<file path="src/hw/stm_pkg.sv">
// constants and types shared by the bus timing monitor files
package stm_pkg;

    // ****************************************************************
    // time base
    // ****************************************************************
    localparam int unsigned CLK_HZ = 125_000_000;
    localparam int unsigned CLK_PER_US = CLK_HZ / 1_000_000;

    // ****************************************************************
    // bus time limits in microseconds, as specified
    // ****************************************************************
    localparam int unsigned CLOCK_LOW_TIMEOUT_US = 25_000; // lower end of 25..35 ms
    localparam int unsigned SLAVE_CUMULATIVE_STRETCH_LIMIT_US = 25_000;
    localparam int unsigned MASTER_BYTE_STRETCH_LIMIT_US = 10_000;
    localparam int unsigned CLOCK_HIGH_PERIOD_LIMIT_US = 50;

    // ****************************************************************
    // limits as clock cycles (exact at 125 MHz, no rounding needed)
    // ****************************************************************
    localparam int unsigned CLOCK_LOW_TIMEOUT_CYC = CLOCK_LOW_TIMEOUT_US * CLK_PER_US;
    localparam int unsigned SLAVE_STRETCH_CYC = SLAVE_CUMULATIVE_STRETCH_LIMIT_US * CLK_PER_US;
    localparam int unsigned MASTER_STRETCH_CYC = MASTER_BYTE_STRETCH_LIMIT_US * CLK_PER_US;
    localparam int unsigned CLOCK_HIGH_LIMIT_CYC = CLOCK_HIGH_PERIOD_LIMIT_US * CLK_PER_US;

    // ****************************************************************
    // interval timer layout
    // ****************************************************************
    localparam int unsigned TMR_N = 4;
    localparam int unsigned TMR_W = 22;
    localparam int unsigned TMR_LOW = 0;  // clock held low
    localparam int unsigned TMR_SLV = 1;  // own stretch, whole message
    localparam int unsigned TMR_MST = 2;  // master stretch, one byte
    localparam int unsigned TMR_IDLE = 3; // both lines high

    // ****************************************************************
    // byte framing and reset values
    // ****************************************************************
    localparam logic [3:0] BIT_CNT_RST = 4'h0;
    localparam logic [3:0] BIT_LAST_DATA = 4'h7;
    localparam logic [3:0] BIT_ACK = 4'h8;
    localparam logic [7:0] SHIFT_RST = 8'h00;
    localparam logic [2:0] SYNC_RST = 3'h7; // lines idle high

    typedef enum logic [1:0]
    {
        STM_IDLE = 2'h0,
        STM_BUSY = 2'h1,
        STM_RECOVER = 2'h3
    } stm_state_t;

endpackage : stm_pkg

</file>
<file path="src/hw/stm_tmr_if.sv">
// control and status bundle between the monitor and its interval timers
`timescale 1ns/1ps
interface stm_tmr_if #(
    parameter int unsigned N = 4,
    parameter int unsigned W = 22
);
    logic [N-1:0] run;
    logic [N-1:0] clr;
    logic [N-1:0][W-1:0] limit;
    logic [N-1:0] over;

    modport ctrl
    (
        output run,
        output clr,
        output limit,
        input over
    );
    modport tmr
    (
        input run,
        input clr,
        input limit,
        output over
    );
endinterface : stm_tmr_if

</file>
<file path="src/hw/stm_tmr.sv">
// bank of saturating interval timers, one per supervised interval
`timescale 1ns/1ps
module stm_tmr #(
    parameter int unsigned N = 4,
    parameter int unsigned W = 22
)(
    input wire logic clk,
    input wire logic rst_n,
    stm_tmr_if.tmr t
);

    if (N < 1 || W < 2)
    begin : g_chk
        $error("stm_tmr: N must be at least 1 and W at least 2");
    end

    typedef struct packed
    {
        logic [N-1:0][W-1:0] cnt;
    } stm_tmr_state_t;

    stm_tmr_state_t s_q;
    stm_tmr_state_t s_d;

    // clear wins over run; counting stops at the limit so over stays a level
    always_comb
    begin
        s_d = s_q;
        for (int i = 0; i < N; i++)
        begin
            if (t.clr[i])
                s_d.cnt[i] = '0;
            else if (t.run[i] && s_q.cnt[i] != t.limit[i])
                s_d.cnt[i] = s_q.cnt[i] + W'(1);
        end
    end

    always_ff @(posedge clk)
    begin
        if (!rst_n)
            s_q <= '0;
        else
            s_q <= s_d;
    end

    // over comes straight from the count register
    for (genvar g = 0; g < N; g++)
    begin : g_over
        assign t.over[g] = (s_q.cnt[g] == t.limit[g]);
    end

endmodule : stm_tmr

</file>
<file path="src/hw/stm_mon.sv">
// two-wire bus timing and timeout supervisor for a slave device
// Summary of operation
// - clock held low past the 25..35 ms timeout is detected as a timeout.
// - on a timeout the interface resets and releases so the bus goes idle.
// - own clock stretching may total at most 25 ms per message.
// - exceeding that allowance releases both lines and resets the interface.
// - both lines high longer than 50 us means the bus is idle.
// - start conditions are recognised even at 100 kHz bus clock.
// - a clock stopped high while idle is normal, never an error; stopped low it still times out.
// - the device answers on a fixed slave address.
// - the slave answers within the transaction, in both read and write directions.
`timescale 1ns/1ps
module stm_mon #(
    parameter logic [6:0] SLAVE_ADDR = 7'h4a, // arbitrary fixed address
    parameter int unsigned CLOCK_LOW_TIMEOUT_CYC = stm_pkg::CLOCK_LOW_TIMEOUT_CYC,
    parameter int unsigned SLAVE_STRETCH_CYC = stm_pkg::SLAVE_STRETCH_CYC,
    parameter int unsigned MASTER_STRETCH_CYC = stm_pkg::MASTER_STRETCH_CYC,
    parameter int unsigned CLOCK_HIGH_LIMIT_CYC = stm_pkg::CLOCK_HIGH_LIMIT_CYC
)(
    input wire logic clk,
    input wire logic rst_n,
    input wire logic bus_clock_line,
    output logic bus_clock_line_out,
    output logic bus_clock_line_oe,
    input wire logic bus_data_line,
    output logic bus_data_line_out,
    output logic bus_data_line_oe,
    input wire logic hold_clock_req,
    input wire logic data_low_req,
    output logic bus_idle,
    output logic bus_busy,
    output logic start_pulse,
    output logic stop_pulse,
    output logic iface_reset,
    output logic clock_low_timeout,
    output logic slave_stretch_fault,
    output logic master_stretch_fault,
    output logic addr_hit,
    output logic addr_read
);

    // ****************************************************************
    // parameter checks
    // ****************************************************************
    localparam int unsigned TMR_MAX = (1 << stm_pkg::TMR_W) - 1;

    if (CLOCK_LOW_TIMEOUT_CYC < 1 || CLOCK_LOW_TIMEOUT_CYC > TMR_MAX ||
        SLAVE_STRETCH_CYC < 1 || SLAVE_STRETCH_CYC > TMR_MAX ||
        MASTER_STRETCH_CYC < 1 || MASTER_STRETCH_CYC > TMR_MAX ||
        CLOCK_HIGH_LIMIT_CYC < 1 || CLOCK_HIGH_LIMIT_CYC > TMR_MAX)
    begin : g_chk
        $error("stm_mon: timer limits must lie in 1 .. 2**TMR_W-1");
    end

    // ****************************************************************
    // state
    // ****************************************************************
    typedef struct packed
    {
        logic [2:0] scl_sy;   // [0] first stage, [1] second, [2] previous
        logic [2:0] sda_sy;
        stm_pkg::stm_state_t st;
        logic [3:0] bit_cnt;
        logic [7:0] shift;
        logic addr_phase;
        logic [stm_pkg::TMR_N-1:0] over_q;
        logic scl_oe;
        logic sda_oe;
        logic idle;
        logic start_p;
        logic stop_p;
        logic rst_p;
        logic low_p;
        logic sfault_p;
        logic mfault_p;
        logic hit_p;
        logic rw_read;
    } stm_mon_state_t;

    stm_mon_state_t s_q;
    stm_mon_state_t s_d;

    stm_tmr_if #(.N(stm_pkg::TMR_N), .W(stm_pkg::TMR_W)) tmr_bus ();

    logic scl;
    logic sda;
    logic scl_prev;
    logic sda_prev;
    logic start_det;
    logic stop_det;
    logic scl_rise;
    logic ack_rise;
    logic [stm_pkg::TMR_N-1:0] over_rise;
    logic [7:0] byte_now;

    // ****************************************************************
    // line conditions, read only from the second sync stage onward
    // ****************************************************************
    assign scl = s_q.scl_sy[1];
    assign sda = s_q.sda_sy[1];
    assign scl_prev = s_q.scl_sy[2];
    assign sda_prev = s_q.sda_sy[2];
    // one-cycle sampling at 8 ns sees every edge even at 100 kHz
    assign start_det = scl && scl_prev && sda_prev && !sda;
    assign stop_det = scl && scl_prev && !sda_prev && sda;
    assign scl_rise = scl && !scl_prev;
    assign ack_rise = scl_rise && s_q.bit_cnt == stm_pkg::BIT_ACK;
    assign over_rise = tmr_bus.over & ~s_q.over_q;
    assign byte_now = {s_q.shift[6:0], sda};

    // ****************************************************************
    // interval timer control
    // ****************************************************************
    // low timer runs whenever the clock is low; a clock stopped high never counts
    assign tmr_bus.run[stm_pkg::TMR_LOW] = !scl;
    assign tmr_bus.clr[stm_pkg::TMR_LOW] = scl;
    // own stretch accumulates over the whole message, cleared only by a start
    assign tmr_bus.run[stm_pkg::TMR_SLV] = !scl && s_q.scl_oe;
    assign tmr_bus.clr[stm_pkg::TMR_SLV] = start_det;
    // clock low not caused by us is charged to the master, per byte
    assign tmr_bus.run[stm_pkg::TMR_MST] = !scl && !s_q.scl_oe &&
        s_q.st == stm_pkg::STM_BUSY;
    assign tmr_bus.clr[stm_pkg::TMR_MST] = start_det || stop_det || ack_rise;
    assign tmr_bus.run[stm_pkg::TMR_IDLE] = scl && sda;
    assign tmr_bus.clr[stm_pkg::TMR_IDLE] = !(scl && sda);
    assign tmr_bus.limit[stm_pkg::TMR_LOW] = stm_pkg::TMR_W'(CLOCK_LOW_TIMEOUT_CYC);
    assign tmr_bus.limit[stm_pkg::TMR_SLV] = stm_pkg::TMR_W'(SLAVE_STRETCH_CYC);
    assign tmr_bus.limit[stm_pkg::TMR_MST] = stm_pkg::TMR_W'(MASTER_STRETCH_CYC);
    assign tmr_bus.limit[stm_pkg::TMR_IDLE] = stm_pkg::TMR_W'(CLOCK_HIGH_LIMIT_CYC);

    stm_tmr #(
        .N(stm_pkg::TMR_N),
        .W(stm_pkg::TMR_W)
    ) stm_tmr_inst (
        .clk(clk),
        .rst_n(rst_n),
        .t(tmr_bus)
    );

    // ****************************************************************
    // next state
    // ****************************************************************
    always_comb
    begin
        s_d = s_q;
        s_d.scl_sy = {s_q.scl_sy[1], s_q.scl_sy[0], bus_clock_line};
        s_d.sda_sy = {s_q.sda_sy[1], s_q.sda_sy[0], bus_data_line};
        s_d.over_q = tmr_bus.over;
        s_d.idle = tmr_bus.over[stm_pkg::TMR_IDLE];
        s_d.start_p = start_det;
        s_d.stop_p = stop_det;
        s_d.rst_p = 1'b0;
        s_d.low_p = 1'b0;
        s_d.sfault_p = 1'b0;
        s_d.mfault_p = 1'b0;
        s_d.hit_p = 1'b0;

        // byte framing: eight data bits then the acknowledge bit
        if (start_det)
        begin
            s_d.bit_cnt = stm_pkg::BIT_CNT_RST;
            s_d.addr_phase = 1'b1;
        end
        else if (scl_rise)
        begin
            if (s_q.bit_cnt == stm_pkg::BIT_ACK)
            begin
                s_d.bit_cnt = stm_pkg::BIT_CNT_RST;
                s_d.addr_phase = 1'b0;
            end
            else
            begin
                s_d.shift = byte_now;
                s_d.bit_cnt = s_q.bit_cnt + 4'h1;
            end
        end

        case (s_q.st)
            stm_pkg::STM_IDLE:
            begin
                // a start seen while idle opens a message; a repeated start stays in the busy state
                if (start_det)
                    s_d.st = stm_pkg::STM_BUSY;
            end
            stm_pkg::STM_BUSY:
            begin
                // fixed address compared as the eighth bit is clocked in
                if (scl_rise && s_q.addr_phase &&
                    s_q.bit_cnt == stm_pkg::BIT_LAST_DATA &&
                    byte_now[7:1] == SLAVE_ADDR)
                begin
                    s_d.hit_p = 1'b1;
                    s_d.rw_read = byte_now[0];
                end
                if (over_rise[stm_pkg::TMR_MST])
                    s_d.mfault_p = 1'b1;
                if (over_rise[stm_pkg::TMR_SLV])
                begin
                    s_d.sfault_p = 1'b1;
                    s_d.rst_p = 1'b1;
                    s_d.st = stm_pkg::STM_RECOVER;
                end
                else if (over_rise[stm_pkg::TMR_LOW])
                begin
                    s_d.low_p = 1'b1;
                    s_d.rst_p = 1'b1;
                    s_d.st = stm_pkg::STM_RECOVER;
                end
                else if (stop_det)
                    s_d.st = stm_pkg::STM_IDLE;
            end
            stm_pkg::STM_RECOVER:
            begin
                // lines stay released until the bus is seen idle or restarted
                if (start_det)
                    s_d.st = stm_pkg::STM_BUSY;
                else if (stop_det || tmr_bus.over[stm_pkg::TMR_IDLE])
                    s_d.st = stm_pkg::STM_IDLE;
            end
            default:
                s_d.st = stm_pkg::STM_IDLE;
        endcase

        // a clock-low timeout in the idle state still resets the engine
        if (s_q.st == stm_pkg::STM_IDLE && over_rise[stm_pkg::TMR_LOW])
        begin
            s_d.low_p = 1'b1;
            s_d.rst_p = 1'b1;
        end

        // drive only inside a live message; recovery forces both released
        s_d.scl_oe = hold_clock_req && s_d.st == stm_pkg::STM_BUSY;
        s_d.sda_oe = data_low_req && s_d.st == stm_pkg::STM_BUSY;
    end

    // ****************************************************************
    // state register
    // ****************************************************************
    always_ff @(posedge clk)
    begin
        if (!rst_n)
        begin
            s_q <= '0;
            s_q.scl_sy <= stm_pkg::SYNC_RST;
            s_q.sda_sy <= stm_pkg::SYNC_RST;
            s_q.st <= stm_pkg::STM_IDLE;
            s_q.bit_cnt <= stm_pkg::BIT_CNT_RST;
            s_q.shift <= stm_pkg::SHIFT_RST;
        end
        else
            s_q <= s_d;
    end

    // ****************************************************************
    // outputs, all from the state register except the two constant-low line values
    // ****************************************************************
    assign bus_clock_line_out = 1'b0; // open drain: only ever pulls low
    assign bus_clock_line_oe = s_q.scl_oe;
    assign bus_data_line_out = 1'b0;
    assign bus_data_line_oe = s_q.sda_oe;
    assign bus_idle = s_q.idle;
    assign bus_busy = (s_q.st == stm_pkg::STM_BUSY);
    assign start_pulse = s_q.start_p;
    assign stop_pulse = s_q.stop_p;
    assign iface_reset = s_q.rst_p;
    assign clock_low_timeout = s_q.low_p;
    assign slave_stretch_fault = s_q.sfault_p;
    assign master_stretch_fault = s_q.mfault_p;
    assign addr_hit = s_q.hit_p;
    assign addr_read = s_q.rw_read;

endmodule : stm_mon

</file>
<file path="config.mk">
export PLATFORM = sky130hd
export DESIGN_NAME = stm_mon
export DESIGN_NICKNAME = d
export VERILOG_FILES = /design/src/hw/stm_pkg.sv /design/src/hw/stm_tmr_if.sv /design/src/hw/stm_tmr.sv /design/src/hw/stm_mon.sv
export SDC_FILE = /design/constraint.sdc
export NUM_CORES = 1
export LEC_CHECK = 0
export ABC_AREA = 1
export BUFFER_PORTS_ARGS = -buffer_cell sky130_fd_sc_hd__clkbuf_2
export CAP_MARGIN = 20
export CORE_UTILIZATION = 55
export DETAILED_ROUTE_END_ITERATION = 8
export GPL_TIMING_DRIVEN = 0
export HOLD_SLACK_MARGIN = 0.12
export PLACE_DENSITY_LB_ADDON = 0.12
export SETUP_SLACK_MARGIN = 0.02
export SLEW_MARGIN = 20
export SYNTH_ARGS = -nofsm -noshare
export SYNTH_HDL_FRONTEND = slang
export SYNTH_SLANG_ARGS = --single-unit
export TNS_END_PERCENT = 1
</file>
<file path="constraint.sdc">
create_clock -name clk -period 3.05 [get_ports clk]
set_input_delay 0.4575 -clock clk [delete_from_list [all_inputs] [get_ports clk]]
set_output_delay 0.4575 -clock clk [all_outputs]
set_load 0.02 [all_outputs]
</file>
# --- After elaboration in Yosys (flattened, before gate mapping) ---
# Cells that the tools add are included.
word_totals:
  register_bits: 123
  output_inout_bits: 14
  in_bits: 6
classes:
  addsub: 5
  bitwise_logic: 5
  eq_ne: 14
  mux: 19
  n_reduce_logical: 40
op_table:
  columns: ["op", "count"]
  rows:
  - ["22-bit by 1-bit adder with 22-bit output (second input constant)", 4]
  - ["22-bit equality test (second input constant)", 2]
  - ["22-bit != test (second input constant)", 2]
  - ["22-bit by 13-bit equality test with 1-bit output (second input constant)", 1]
  - ["22-bit by 21-bit equality test with 1-bit output (second input constant)", 1]
  - ["22-bit by 13-bit != test with 1-bit output (second input constant)", 1]
  - ["22-bit by 21-bit != test with 1-bit output (second input constant)", 1]
  - ["1-bit logical AND", 21]
  - ["2-bit 2-to-1 mux", 9]
  - ["2-bit AND reduction", 4]
  - ["7-bit equality test (second input constant)", 1]
  - ["1-bit 2-to-1 mux", 7]
  - ["6-bit 2-to-1 mux", 1]
  - ["2-bit case mux with 3 select lines", 1]
  - ["2-bit OR reduction", 3]
  - ["1-bit zero test", 5]
  - ["4-bit by 1-bit adder with 4-bit output (second input constant)", 1]
  - ["2-bit by 1-bit equality test with 1-bit output (second input constant)", 2]
  - ["4-bit by 3-bit equality test with 1-bit output (second input constant)", 1]
  - ["4-bit equality test (second input constant)", 1]
  - ["4-bit 2-to-1 mux", 1]
  - ["2-bit nonzero test", 2]
  - ["3-bit AND", 1]
  - ["1-bit logical OR", 3]
  - ["5 further kinds", 7]

# --- Longest topological paths before layout ---
depth:
  word_depth: 9
  ltp_mapped: 13
  mapped_depth_nobuf: 13

# --- Hierarchy ---
# Synthesis repeated with hierarchy kept, for this count alone.
unflattened:
  hier_cells: 1273
  hier_area_um2: 7594.8
modules_own_cells:
  columns: ["mod", "cells_each", "seq_area_each_um2", "area_per_inst_um2", "n_inst"]
  rows:
  - ["stm_tmr", 1099, 1761.7, 6254.7, 1]
  - ["stm_mon", 174, 680.7, 1340.0, 1]

# --- Least setup slack after synthesis ---
# No wires, ideal clock.
synth_path:
  path_type: "reg-to-reg"
  startpoint: "register stm_tmr_inst.s_q[0] (netlist bit)"
  endpoint: "register stm_tmr_inst.s_q[20] (netlist bit)"
  path_buffers: 1
  period_less_slack_ns: 1.525
  arrival_time_ns: 1.393
  setup_time_ns: 0.132
  setup_slack_ns: 1.525
  path_stages_with_launch: 13
  t_required_ns: 2.918
  cell_sequence: "dfxtp_1 > inv_1 > ha_1 > inv_1 > nor2_1 > nand2_1 > nor2_1 > nand2_1 > nand2_4 > inv_2 > buf_6 > nand2_1 > a21oi_1"
synth_via:
  elab_chain_cells: 2
  elab_cells_between_ends: 3
synth_lines:
  columns: ["item", "line", "text"]
  rows:
  - ["start: declaration", "stm_tmr.sv:22", "stm_tmr_state_t s_q;"]
  - ["start signal: assignment", "stm_tmr.sv:41", "s_q <= '0;"]
  - ["start signal: assignment", "stm_tmr.sv:43", "s_q <= s_d;"]
  - ["parallel branches: the longest is 2 deep, another holds 22-bit by 1-bit adder with 22-bit output", null, null]
# Several ways; the timed one is not identified.
# A chain may end at the register's enable or synchronous reset.

# --- Final worst setup path ---
layout_path:
  startpoint: "register stm_tmr_inst.s_q[44] (netlist bit)"
  endpoint: "register stm_tmr_inst.s_q[52] (netlist bit)"
layout_via:
  elab_chain_cells: 2
  elab_cells_between_ends: 3
layout_lines:
  columns: ["item"]
  rows:
  - ["parallel branches: the longest is 2 deep, another holds 22-bit by 1-bit adder with 22-bit output"]
# Several ways; the timed one is not identified.

==> results.json <==
{
  "placementRows": 40,
  "postCtsResizedCells": 0,
  "post_synth_num_cell_types": 35,
  "placedInstanceArea_sq_um": 7060,
  "status": "completed",
  "place.detailed.hpwl_mm": 11.4,
  "synth.ff_latch_count": 122,
  "cts_buffers": 17,
  "final_report_max_slew_violation_count": 0,
  "most_used_cell_along_the_critical_path": "sky130_fd_sc_hd__nand3_1",
  "regArea_sq_um": 2440,
  "worstMarginPinSlew_ns": 0.690,
  "criticalPathCategory": "flip-flop to flip-flop",
  "io-pin-count": 20,
  "met3_wirelength_um": 664,
  "grtUsageTotal_pct": 26.3,
  "max_freq_ghz": 0.528,
  "cts_num_sinks": 122,
  "fp.dieArea_sq_um": 12800,
  "clock-skew-final_ns": 0.0101,
  "worst_slack_after_detailed_placement_ns": 1.00,
  "synth.yosys.seq_area_share_pct": 36.0,
  "postSynth.topFlopCell": "sky130_fd_sc_hd__dfxtp_1",
  "antenna-diode-count": 0,
  "area_growth_syn_to_layout_pct": 12.6,
  "place.port_buffers": 17,
  "topRoutingLayerUsed": "met4",
  "crit_path_max_fanout": 10,
  "grt_setup_unrepaired": "false",
  "finalWorstSetupSlack_ns": 1.15,
  "timing.max_slew.rel_slack_pct": 53.3,
  "cts_htree_levels": 4,
  "yosysTopAreaCell": "sky130_fd_sc_hd__dfxtp_1",
  "number_of_antenna_violations_at_the_first_check_in_global_routing": 0,
  "post_cts_setup_buffer_count": 0,
  "synth_compound_gate_area_share_pct": 9.09,
  "cts-hold-fix-buffers": 0,
  "netlist_instances": 1064,
  "cpLargestDelayFamily": "buffers and inverters",
  "setup_viol_count_final": 0,
  "chipHeight_um": 113,
  "crit_path_max_incr_delay_ns": 0.41,
  "route.vias.total": 6471,
  "synth_warnings": 0,
  "clk_root_buffer_cell": "sky130_fd_sc_hd__clkbuf_16",
  "final_cell_area_excluding_filler_cells_sq_um": 7640,
  "number_of_iterations_in_the_first_detailed_routing_pass": 5,
  "yosys.area_share.xor_xnor_pct": 5.29,
  "drt_iter0_drc": 505,
  "path_buf_inv": 3,
  "hold_viol_final": 0,
  "route.met2.wl_mm": 7.13,
  "grt_remaining_overflow": 0,
  "synth.top_cell.area_share_pct": 36.0,
  "synthSimpleGateAreaFrac_pct": 39.6,
  "worst_setup_path_start_kind": "flip-flop",
  "worstSetupEndpointType": "flip-flop",
  "first_pass_grt_wire_length_mm": 27.1,
  "multiplexer_share_of_the_synthesized_area_pct": 0,
  "most_common_cell_in_the_synthesized_netlist": "sky130_fd_sc_hd__nand2_1",
  "clock_latency_reported_for_the_late_side_of_the_worst_skew_pair_ns": 0.42,
  "yosys-top-cells-area": "sky130_fd_sc_hd__dfxtp_1, sky130_fd_sc_hd__nand2_1, sky130_fd_sc_hd__nor2_1",
  "syn-mean-instance-area_sq_um": 6.38,
  "cap_viol_max_count": 0,
  "p_per_area_nw_per_um2": 487,
  "route.detailed.drc": 0,
  "post_synth_most_frequent_cells": "sky130_fd_sc_hd__nand2_1, sky130_fd_sc_hd__nor2_1, sky130_fd_sc_hd__dfxtp_1",
  "path_cells": "inv_1 -> ha_1 -> nand3_1 -> nor2_1 -> nand3_1 -> nand2_2 -> inv_2 -> buf_4 -> nand2_1 -> a21oi_1",
  "cts_tree": "yes",
  "final_nets": 1117,
  "crit_arrival_ns": 2.24,
  "clock_tree.buffer_depth": 2,
  "fillers": 1129,
  "multi_input_comb_area_sq_um": 3790,
  "p_leak_nw": 2.80,
  "critPathRequiredTime_ns": 3.40,
  "cts.reportedPaths.clkPinSlew_ns": 0.05,
  "wirelength_met1_mm": 7.87,
  "vdd.ir_drop.worst_mv": 0.312,
  "grt_start_max_net_pins": 17,
  "gp_congestion": 0.934,
  "antenna_violating_nets_post_route": 0,
  "route.detailed.wl_per_inst_um": 12.6,
  "asyncSetResetFlopFracSynth_pct": 0,
  "layout_worst_path_cycle_share_pct": 62.1,
  "finalSetupTns_ns": 0,
  "core_area_sq_um": 12000,
  "layout-drive-gt1-share_pct": 8.09,
  "vias_in_the_first_global_route": 5913,
  "dominant_combinational_cell_family_by_area_after_synthesis": "simple AND/OR/NAND/NOR gates",
  "hold_path.class": "input pin to flip-flop",
  "post_synth_instance_area_sq_um": 6780,
  "dieWidth_um": 113,
  "synth_fa_ha_area_share_pct": 1.84,
  "wl_mm": 15.8,
  "synth_edf_count": 0,
  "floorplan.initialDensity_pct": 56.5,
  "post_drt_via_cell_ratio": 5.14,
  "crit_path_top_delay_cell": "sky130_fd_sc_hd__dfxtp_1",
  "post-route-min-period_ns": 1.90
}
## power by group
group / internal, W / switching [W] / leakage (nW) / total (W)
clock network: 0.00128 / 0.000709 / 0.289 / 0.00198
logic: 0.0000335 / 0.0000848 / 1.52 / 0.000118
registers: 0.00161 / 0.0000113 / 0.985 / 0.00162
## path summary, 6_finish.rpt
path / from / endpoint / slack [ns] / depth (start not counted)
max: stm_tmr_inst.s_q[44]$_SDFFE_PP0P_ / stm_tmr_inst.s_q[52]$_SDFFE_PP0P_ / 1.15 / 10
min: bus_clock_line / s_d[34]$_SDFF_PN1_ / 0.23 / 2
max reg2reg: stm_tmr_inst.s_q[44]$_SDFFE_PP0P_ / stm_tmr_inst.s_q[52]$_SDFFE_PP0P_ / 1.15 / 10
min reg2reg: s_q[13]$_SDFF_PN0_ / master_stretch_fault$_SDFF_PN0_ / 0.40 / 1
## through the flow
| step | hold WS, ns | power, W | instances | util [%] |
|---|---|---|---|---|
| 3_5_place_dp | 0.394 | 0.00177 | 1229 | 58.8 |
| 3_3_place_gp | 0.391 | 0.00177 | 1229 | 58.8 |
| 5_1_grt | 0.221 | 0.00385 | 1260 | 63.6 |
| 4_1_cts | 0.224 | 0.00374 | 1260 | 63.6 |
| 2_1_floorplan | 0.375 | 0.00173 | 1065 | - |
| 6_report | 0.230 | 0.00372 | 1260 | 63.6 |
## cell type report
| cell class | instances | share of cell area (%) |
|---|---|---|
| Sequential cell | 122 | 32.0 |
| Timing Repair Buffer | 17 | 1.11 |
| Inverter | 101 | 4.96 |
| Buffer | 25 | 2.26 |
| Clock inverter | 8 | 1.21 |
| Multi-Input combinational cell | 817 | 49.7 |
| Clock buffer | 23 | 6.39 |
| Tap cell | 147 | 2.41 |
## routing by layer
layer	vias to the layer above	GRT usage [%]
met2	136	42.4
met4	0	7.81
li1	3446	-
met1	2874	35.7
met3	15	5.25
met5	-	0
## sequential cells by signal, indices dropped and copies added (netlist names), 3 cells and up
signal / cells
s_d: 3
byte_now: 8
s_q: 12
stm_tmr_inst.s_q: 88
## layout by cell type, fill, tap and decap left out, types with 7 or more instances in the layout
cell / instances
sky130_fd_sc_hd__clkbuf_16: 17
sky130_fd_sc_hd__nand3b_1: 11
sky130_fd_sc_hd__nand4_1: 11
sky130_fd_sc_hd__inv_1: 95
sky130_fd_sc_hd__clkbuf_2: 17
sky130_fd_sc_hd__o21ai_0: 23
sky130_fd_sc_hd__buf_4: 7
sky130_fd_sc_hd__ha_1: 10
sky130_fd_sc_hd__nor3_1: 19
sky130_fd_sc_hd__xor2_1: 35
sky130_fd_sc_hd__nand3_1: 59
sky130_fd_sc_hd__dfxtp_1: 122
sky130_fd_sc_hd__clkbuf_1: 7
sky130_fd_sc_hd__nand2_1: 367
sky130_fd_sc_hd__a21oi_1: 94
sky130_fd_sc_hd__nor2_1: 148
## worst reg2reg max path: cells and delay by family, from the launching register on
family	cells	cell delay [ns]
AOI/OAI and AO/OA	1	0.12
adders and majority gates	1	0.22
buffers and inverters	3	0.56
DFF	1	0.41
and+or+nand+nor	5	0.51
## cell families after synthesis
logic type                 Yosys count
and+or+nand+nor                    641
buffers and inverters              126
AOI/OAI and AO/OA                  123
DFF                                122
xor gates and xnor gates            41
adders and majority gates           10
other                                1
(Power assumes the default switching activity.)
